File: src/lnst_pkg.sv
package lnst_pkg;
  localparam int unsigned NODE_MAX = 62;
  localparam int unsigned SLOT_W = 6;
  localparam int unsigned WORD_W = 16;
  localparam int unsigned ADDR_W = 5;
  localparam logic [4:0] STATUS_FIRST_OFS = 5'h08;
  localparam logic [4:0] STATUS_LAST_OFS = 5'h17;
  localparam logic [4:0] LOCAL_WORD_OFS = 5'h17;
  localparam int unsigned NODES_PER_WORD = 4;
  localparam int unsigned BIT_RUN = 0;
  localparam int unsigned BIT_FATAL = 1;
  localparam int unsigned BIT_COMM_ERR = 2;
  localparam int unsigned BIT_ACTIVE = 3;
  localparam int unsigned STARTUP_LSB = 8;
  localparam int unsigned LOCAL_ACTIVE_BIT = 15;
  localparam logic [5:0] STARTUP_MIN = 6'h01;
  localparam logic [5:0] STARTUP_MAX = 6'h3e;
  localparam logic [15:0] WORD_RESET = 16'h0000;
  typedef enum logic [1:0] {
    LNST_MODE_PROGRAM,
    LNST_MODE_RUN,
    LNST_MODE_MONITOR
  } lnst_mode_e;
endpackage

File: src/lnst_frame_watch.sv
`timescale 1ns/100ps
`default_nettype none
module lnst_frame_watch
  import lnst_pkg::*;
#(
  parameter int unsigned NODES = NODE_MAX
) (
  input wire logic mclk,
  input wire logic rst,
  input wire logic ce,
  input wire logic enable,
  input wire logic frm_valid,
  input wire logic [SLOT_W-1:0] frm_slot,
  input wire logic cycle_end,
  input wire logic [SLOT_W:0] table_size,
  output logic [NODES-1:0] comm_err
);
  // ------------------------------------------------------------
  // Silence detection per token rotation
  // ------------------------------------------------------------
  // A frame arriving in the very cycle of the rotation end counts for the closing rotation.
  logic [NODES-1:0] seen;
  logic [NODES-1:0] hit;
  logic [NODES-1:0] in_table;
  logic [NODES-1:0] seen_now;

  for (genvar i = 0; i < NODES; i++) begin : g_slot
    assign hit[i] = frm_valid && (frm_slot == SLOT_W'(i));
    assign in_table[i] = (SLOT_W+1)'(i) < table_size;
  end
  assign seen_now = seen | hit;

  always_ff @(posedge mclk) begin
    if (rst) begin
      seen <= '0;
      comm_err <= '0;
    end else if (ce && enable) begin
      if (cycle_end) begin
        seen <= '0;
        comm_err <= in_table & ~seen_now;
      end else begin
        seen <= seen_now;
      end
    end
  end
endmodule
`default_nettype wire

File: src/lnst_status_bank.sv
`timescale 1ns/100ps
`default_nettype none
module lnst_status_bank
  import lnst_pkg::*;
#(
  parameter int unsigned NODES = NODE_MAX
) (
  input wire logic mclk,
  input wire logic rst,
  input wire logic ce,
  input wire logic link_active,
  input wire logic [SLOT_W-1:0] startup_addr,
  input wire logic [SLOT_W:0] table_size,
  input wire logic frm_valid,
  input wire logic [SLOT_W-1:0] frm_slot,
  input wire logic [1:0] frm_mode,
  input wire logic frm_fatal,
  input wire logic cycle_end,
  input wire logic rd_en,
  input wire logic [ADDR_W-1:0] rd_addr,
  output logic [WORD_W-1:0] rd_data,
  output logic rd_valid
);
  // ------------------------------------------------------------
  // Per-node state
  // ------------------------------------------------------------
  logic [NODES-1:0] run_flag;
  logic [NODES-1:0] fatal_flag;
  logic [NODES-1:0] active_flag;
  logic [NODES-1:0] comm_err;
  logic local_active;
  logic [SLOT_W-1:0] startup_node;
  logic link_active_d;

  // Frames for slots outside the refresh table are dropped.
  wire frm_take = frm_valid && ({1'b0, frm_slot} < table_size);
  wire mode_running = (frm_mode == LNST_MODE_RUN) || (frm_mode == LNST_MODE_MONITOR);
  wire link_start = link_active && !link_active_d;
  wire startup_ok = (startup_addr >= STARTUP_MIN) && (startup_addr <= STARTUP_MAX);

  lnst_frame_watch #(
    .NODES(NODES)
  ) u_watch (
    .mclk(mclk),
    .rst(rst),
    .ce(ce),
    .enable(link_active),
    .frm_valid(frm_take),
    .frm_slot(frm_slot),
    .cycle_end(cycle_end),
    .table_size(table_size),
    .comm_err(comm_err)
  );

  // ------------------------------------------------------------
  // Node flag update
  // ------------------------------------------------------------
  // Only the addressed slot changes, so each flag keeps its value until its own node reports again.
  logic [NODES-1:0] hit;
  logic [NODES-1:0] next_run;
  logic [NODES-1:0] next_fatal;
  logic [NODES-1:0] next_active;

  for (genvar i = 0; i < NODES; i++) begin : g_node
    assign hit[i] = frm_take && (frm_slot == SLOT_W'(i));
    // A fatal error keeps the run flag as it was, so a node that failed while running still shows running.
    assign next_run[i] = (hit[i] && !frm_fatal) ? mode_running : run_flag[i];
    assign next_fatal[i] = hit[i] ? frm_fatal : fatal_flag[i];
    assign next_active[i] = active_flag[i] | hit[i];
  end

  always_ff @(posedge mclk) begin
    if (rst) begin
      run_flag <= '0;
      fatal_flag <= '0;
      active_flag <= '0;
    end else if (ce && link_active) begin
      run_flag <= next_run;
      fatal_flag <= next_fatal;
      active_flag <= next_active;
    end
  end

  // ------------------------------------------------------------
  // Local node state
  // ------------------------------------------------------------
  // An out-of-range startup address is not stored; the previous value is kept.
  always_ff @(posedge mclk) begin
    if (rst) begin
      local_active <= 1'b0;
      link_active_d <= 1'b0;
      startup_node <= '0;
    end else if (ce) begin
      local_active <= link_active;
      link_active_d <= link_active;
      if (link_start && startup_ok) begin
        startup_node <= startup_addr;
      end
    end
  end

  // ------------------------------------------------------------
  // Word packing and read port
  // ------------------------------------------------------------
  function automatic logic [3:0] node_nibble(input int unsigned n);
    logic [3:0] nib;
    nib = '0;
    if (n < NODES) begin
      nib[BIT_RUN] = run_flag[n];
      nib[BIT_FATAL] = fatal_flag[n];
      nib[BIT_COMM_ERR] = comm_err[n];
      nib[BIT_ACTIVE] = active_flag[n];
    end
    return nib;
  endfunction

  wire in_range = (rd_addr >= STATUS_FIRST_OFS) && (rd_addr <= STATUS_LAST_OFS);
  wire [ADDR_W-1:0] word_idx = rd_addr - STATUS_FIRST_OFS;
  wire is_local_word = (rd_addr == LOCAL_WORD_OFS);

  logic [WORD_W-1:0] packed_word;
  always_comb begin
    packed_word = WORD_RESET;
    if (in_range) begin
      for (int unsigned k = 0; k < NODES_PER_WORD; k++) begin
        packed_word[k*4 +: 4] = node_nibble(int'(word_idx) * NODES_PER_WORD + k);
      end
      if (is_local_word) begin
        packed_word[STARTUP_LSB +: SLOT_W] = startup_node;
        packed_word[LOCAL_ACTIVE_BIT] = local_active;
      end
    end
  end

  always_ff @(posedge mclk) begin
    if (rst) begin
      rd_data <= WORD_RESET;
      rd_valid <= 1'b0;
    end else if (ce) begin
      rd_valid <= rd_en;
      if (rd_en) begin
        rd_data <= packed_word;
      end
    end
  end
endmodule
`default_nettype wire

File: config.mk
export PLATFORM = sky130hd
export DESIGN_NAME = lnst_status_bank
export DESIGN_NICKNAME = d
export VERILOG_FILES = /design/src/lnst_pkg.sv /design/src/lnst_frame_watch.sv /design/src/lnst_status_bank.sv
export SDC_FILE = /design/constraint.sdc
export NUM_CORES = 1
export LEC_CHECK = 0
export ABC_AREA = 1
export BUFFER_PORTS_ARGS = -buffer_cell sky130_fd_sc_hd__buf_2
export CAP_MARGIN = 20
export CORE_MARGIN = 2
export CORE_UTILIZATION = 41
export CTS_CLUSTER_SIZE = 16
export DETAILED_ROUTE_END_ITERATION = 8
export SLEW_MARGIN = 20
export SYNTH_ARGS = -nofsm -noshare
export SYNTH_HDL_FRONTEND = slang
export SYNTH_HIERARCHICAL = 1
export SYNTH_SLANG_ARGS = --single-unit
File: constraint.sdc
create_clock -name mclk -period 2.55 [get_ports mclk]
set_clock_uncertainty 0.2 [all_clocks]
set_input_delay 0.255 -clock mclk [delete_from_list [all_inputs] [get_ports mclk]]
set_output_delay 0.255 -clock mclk [all_outputs]
set_load 0.01 [all_outputs]
Word-level counts from Yosys, hierarchy flattened. Index checks and enable logic that the tools add are counted.

Bitwise operators: 65. Equality and inequality tests: 64. Mux-type cells: 40. $add $sub $neg: 4. Reductions and logical operators: 261. Order comparisons: 75.

Operator list (count): $reduce_and 2->1 (127); $lt 6x7->1 const A (30); $eq 6x6->1 const B (30); $logic_and 1x1->1 (130); $lt 5x7->1 const A (16); $eq 6x5->1 const B (16); $bmux 1 s6 (12); $and 62x62->62 (1); $mux 62 (1); $not 62->62 (1); $or 1x1->1 (62); $or 62x62->62 (1); $lt 4x7->1 const A (8); $eq 6x4->1 const B (8); $lt 3x7->1 const A (4); $eq 6x3->1 const B (4); $lt 8x6->1 const B (3); $lt 8x7->1 const B (3); $mux 1 (17); $add 7x2->8 const B (2); $bmux 1 s4 (4); $mux 16 (1); $mux 4 (4); $lt 1x7->1 const A (2); 19 further kinds (22).

Input bits: 34. Logic and storage cells: 640. Register bits: 334. Output and inout bits: 17.

Logic depth before layout (Yosys ltp).
Word-level depth: 7. Mapped depth: 17. Depth with buffers taken out: 15.

Modules after synthesis. Netlist, hierarchy kept.

By module, submodules not included: lnst_status_bank (times used 1, area each 10963.0 sq um, seq. area each 4204.0 sq um, cells each 1788); lnst_frame_watch (times used 1, area each 5118.7 sq um, seq. area each 2482.4 sq um, cells each 725).

Least setup slack after synthesis. Ideal clock, no wire load.

Kind: in2reg. Start: input table_size[5]. End: register u_watch.comm_err[3]. Cell stages on the path: 16. Slack: 0.228 ns. Setup time: 0.118 ns. Data arrival time: 2.005 ns. Required time: 2.232 ns. Buffers on the path: 3. Cell sequence: inv_1 -> ha_1 -> nand2_1 -> nor2_1 -> nand2_1 -> o211a_1 -> buf_2 -> nand2_1 -> inv_2 -> buf_2 -> inv_1 -> nor3_2 -> buf_4 -> nand2_1 -> nand3_1 -> o21ai_1.

Cells in the longest elaborated chain, start to end: 6. Elaborated cells between the ends (all ways): 7. Classes of those cells: 2 x order compare; 3 x bitwise; 2 x reduce/logical.

Ends and longest elaborated chain: start: declaration (line lnst_status_bank.sv:13) `input wire logic [SLOT_W:0] table_size,`; $lt 6x7->1 (line lnst_status_bank.sv:36) `wire frm_take = frm_valid && ({1'b0, frm_slot} < table_size);`; $logic_and 1x1->1 (line lnst_status_bank.sv:36); named net frm_take (line lnst_status_bank.sv:36); $logic_and 1x1->1 (line lnst_frame_watch.sv:28) `assign hit[i] = frm_valid && (frm_slot == SLOT_W'(i));`; $or 62x62->62 (line lnst_frame_watch.sv:31) `assign seen_now = seen | hit;`; $not 62->62 (line lnst_frame_watch.sv:40) `comm_err <= in_table & ~seen_now;`; $and 62x62->62 (line lnst_frame_watch.sv:40); end signal: assignment (line lnst_frame_watch.sv:40); end: declaration (line lnst_frame_watch.sv:16) `output logic [NODES-1:0] comm_err`.

The timed path passes the listed nets, and every way through them passes these cells. A chain may end at the register's enable or synchronous reset.

Worst setup path in the final report.
Start: input table_size[2]. End: register u_watch.comm_err[48].

Cells in the longest elaborated chain, start to end: 6. Elaborated cells between the ends (all ways): 7. Classes of those cells: 2 x order compare; 3 x bitwise; 2 x reduce/logical.

Ends and longest elaborated chain (line): $lt 6x7->1 (lnst_status_bank.sv:36); $logic_and 1x1->1 (lnst_status_bank.sv:36); $logic_and 1x1->1 (lnst_frame_watch.sv:28); $or 62x62->62 (lnst_frame_watch.sv:31); $not 62->62 (lnst_frame_watch.sv:40); $and 62x62->62 (*) (lnst_frame_watch.sv:40).

Every way passes the cells marked *; elsewhere a longest branch is shown, timed or not.

==> metrics.md <==
| Metric | Value |
|---|---|
| Outcome | `finished clean` |
| Flop2flop setup slack | `990 ps` |
| CTS Buf Count | `39` |
| Clock tree buffer depth | `3` |
| CP Launch Type | `input pin` |
| Commonest non-fill, non-tap cell in the layout | `nand2_1` |
| Static Leak | `8.40 nW` |
| Capturing point of the worst reg2reg path | `rd_data[10]` |
| Worst slew pin tran | `697 ps` |
| Initial DRC count | `between 1k and 1.5k` |
| Fraction of layout instances using a drive strength above 1 | `8.09%` |
| Post-CTS setup buffers | `0` |
| Initial DRT Pass Iterations | `6` |
| Most frequent cells in the layout | `749 x nand2_1, 379 x nor2_1, 334 x dfxtp_1` |
| Ys flop type | `dfxtp_1` |
| Post-Synthesis Cells | `2513` |
| IO Port Bufs | `50` |
| Setup crit end kind | `flop` |
| Global-route wire length before repair | `85800 um` |
| Area share of the leading cell type in the synthesized netlist | `41.6%` |
| Synthesized cell area | `roughly 16000 sq um` |
| Fin crit share | `92.1%` |
| PwrDens | `647 nW/um^2` |
| Syn nets | `2555` |
| Total GRT Usage | `a little over a quarter` |
| Sink Count | `334` |
| FF-to-FF Start | `u_watch/comm_err[34]` |
| Kind of critical path | `in -> reg` |
| Min Tclk post-route | `about 2300 ps` |
| Number of enable flip-flop cells after synthesis | `0` |
| Clk root buf | `clkbuf_16` |
| Critical Path Source | `table_size[2]` |
| Final hold slack | `approximately 70 ps` |
| Count of cell types in the netlist | `32` |
| Vias in the first global route | `15.4k` |
| Final setup viols | `0` |
| Syn. warnings | `6` |
| DR WL/cell | `around 18 um` |
| Worst EP required | `between 2000 and 3000 ps` |
| Seq/Total Area, Yosys | `41.6%` |
| Crit-path max FO | `11` |
| Initial antenna violation count | `0` |
| Core box area | `38600 sq um` |
| Vias | `16.3k` |
| CTS clock-pin slew for the worst setup and hold paths | `60 ps` |
| Top area cells in the synthesized netlist | `dfxtp_1 42%, nand2_1 17%, nor2_1 8.8%` |
| Starting Density | `41.6%` |
| Post-synthesis async set-or-reset flop share | `0%` |
| H-tree Lvls | `2` |
| Die H | `202 um` |
| Critical path destination | `u_watch/comm_err[48]` |
| Final wirelength | `around 55000 um` |
| Hold crit path type | `in -> reg` |
| Peak supply drop | `386 uV` |
| Slew Viols, Final | `0` |
| Rows | `approximately 70` |
| DRC | `0` |
| RSZ-0062 raised after global routing | `no` |
| Area Growth Syn to Fin | `15.0%` |
| Relative slew slack | `53.4%` |
| Vias per cell | `5.24` |
| Die W | `202 um` |
| Hpwl dp | `around 35000 um` |
| IO Count | `51` |
| Post-route setup slack | `202 ps` |
| Max Clk Rate | `426 MHz` |
| Skew-Pair Late Insertion Delay | `560 ps` |
| ANT cells | `0` |
| Post-place setup slack | `145 ps` |
| Setup TNS | `0 ps` |
| Final hold vios | `0` |
| NumNets Final | `approximately 2.6k` |
| Synth area leader | `dfxtp_1` |
| Reg2Reg Depth | `8` |
| Mapped Avg Cell Area | `6.40 sq um` |
| Max_cap viols | `0` |
| CTS tree | `yes` |
| Die Area | `40800 sq um` |
| DRT antenna net count | `0` |
| Pin count of the biggest net entering global routing | `74` |
| Arrival @ worst endpoint | `2590 ps` |
| GRT overflow | `0` |
| Synth Register Bits | `334` |
| GPL Wtd Cong | `0.889` |
layout make-up:
type	count	area [sq um]
well taps	518	648
repair buffers	134	1120
fillers	4016	20100
multi-input cells	1727	7610
clock inverters	10	111
inverters	325	1220
clock buffers	54	1100
flip-flops and latches	334	6690
synth_stat cells (6+ instances only):
library cell and n:
ha_1 8, nand4_1 110, buf_4 8, nor2_4 6
buf_2 39, inv_1 315, o21ai_0 113, nand2_1 749
clkbuf_1 69, nor2_1 379, dfxtp_1 334, inv_2 8
o211ai_1 20, nand3_1 107, o21ai_1 15, a21oi_1 197
layer usage:
| metal | global-route usage (%) | vias to the layer above | wire length [um] |
|---|---|---|---|
| li1 | - | 7991 | - |
| met1 | 34.9 | 7569 | 23900 |
| met2 | 44.3 | 589 | 25200 |
| met3 | 3.32 | 116 | 3380 |
| met4 | 12.0 | 0 | 2110 |
| met5 | 0 | - | 0 |
timing repair:
action | CTS | global route
hold buffers | 13 | 0
gates resized for setup | 0 | 0
hold endpoints to repair | 23 | 0
how the worst min path moves through the flow:
stage / startpoint / to / slack (ps) / cells past startpoint
floorplan: rst / u_watch/comm_err[50] / 210 / 3
global placement: fatal_flag[37] / fatal_flag[37] / 230 / 2
detailed placement: fatal_flag[54] / fatal_flag[54] / 230 / 2
CTS: frm_fatal / run_flag[55] / 40 / 5
global route: rd_en / rd_data[2] / 90 / 5
finish: rd_addr[3] / rd_data[3] / 70 / 5
power breakdown:
| part | switching [W] | total (W) | internal [W] |
|---|---|---|---|
| clock network | 0.00227 | 0.00548 | 0.00321 |
| registers | 0.0000325 | 0.00532 | 0.00529 |
| logic | 0.000851 | 0.00117 | 0.000319 |
per-stage QoR:
step / cells / power [W] / utilization, % / area (sq um)
after floorplan: 2513 / 0.00607 / - / 16100
after global placement: 3025 / 0.00656 / 44.4 / 17200
after detailed placement: 3025 / 0.00657 / 44.4 / 17200
after CTS: 3102 / 0.0120 / 47.9 / 18500
after global routing: 3102 / 0.0124 / 47.9 / 18500
final: 3102 / 0.0120 / 47.9 / 18500
sequential cells by signal, summed over array words and instances, names as in the netlist, 6 cells and up:
signal and count:
u_watch/comm_err 62, active_flag 62, u_watch/seen 62, run_flag 62, rd_data 16, startup_node 6, fatal_flag 62
critical path, stage by stage:
cell	delay, ps
dlygate4sd3_1	530
buf_2	110
inv_1	40
ha_1	300
a21oi_1	150
nand2_1	80
nand3_2	90
nand2_1	110
inv_2	120
nand3_1	130
inv_2	270
buf_4	170
nand2_1	60
nand3_1	100
o21ai_1	60
cells by family after synthesis:
kind of cell | Yosys count | synth area share (%)
and+or+nand+nor | 1364 | 35.0
buffers and inverters | 452 | 11.3
xor gates and xnor gates | 1 | 0.0545
DFF | 334 | 41.6
AOI/OAI and AO/OA | 354 | 11.5
adders and majority gates | 8 | 0.622
Power figures use the tool's default switching activity.
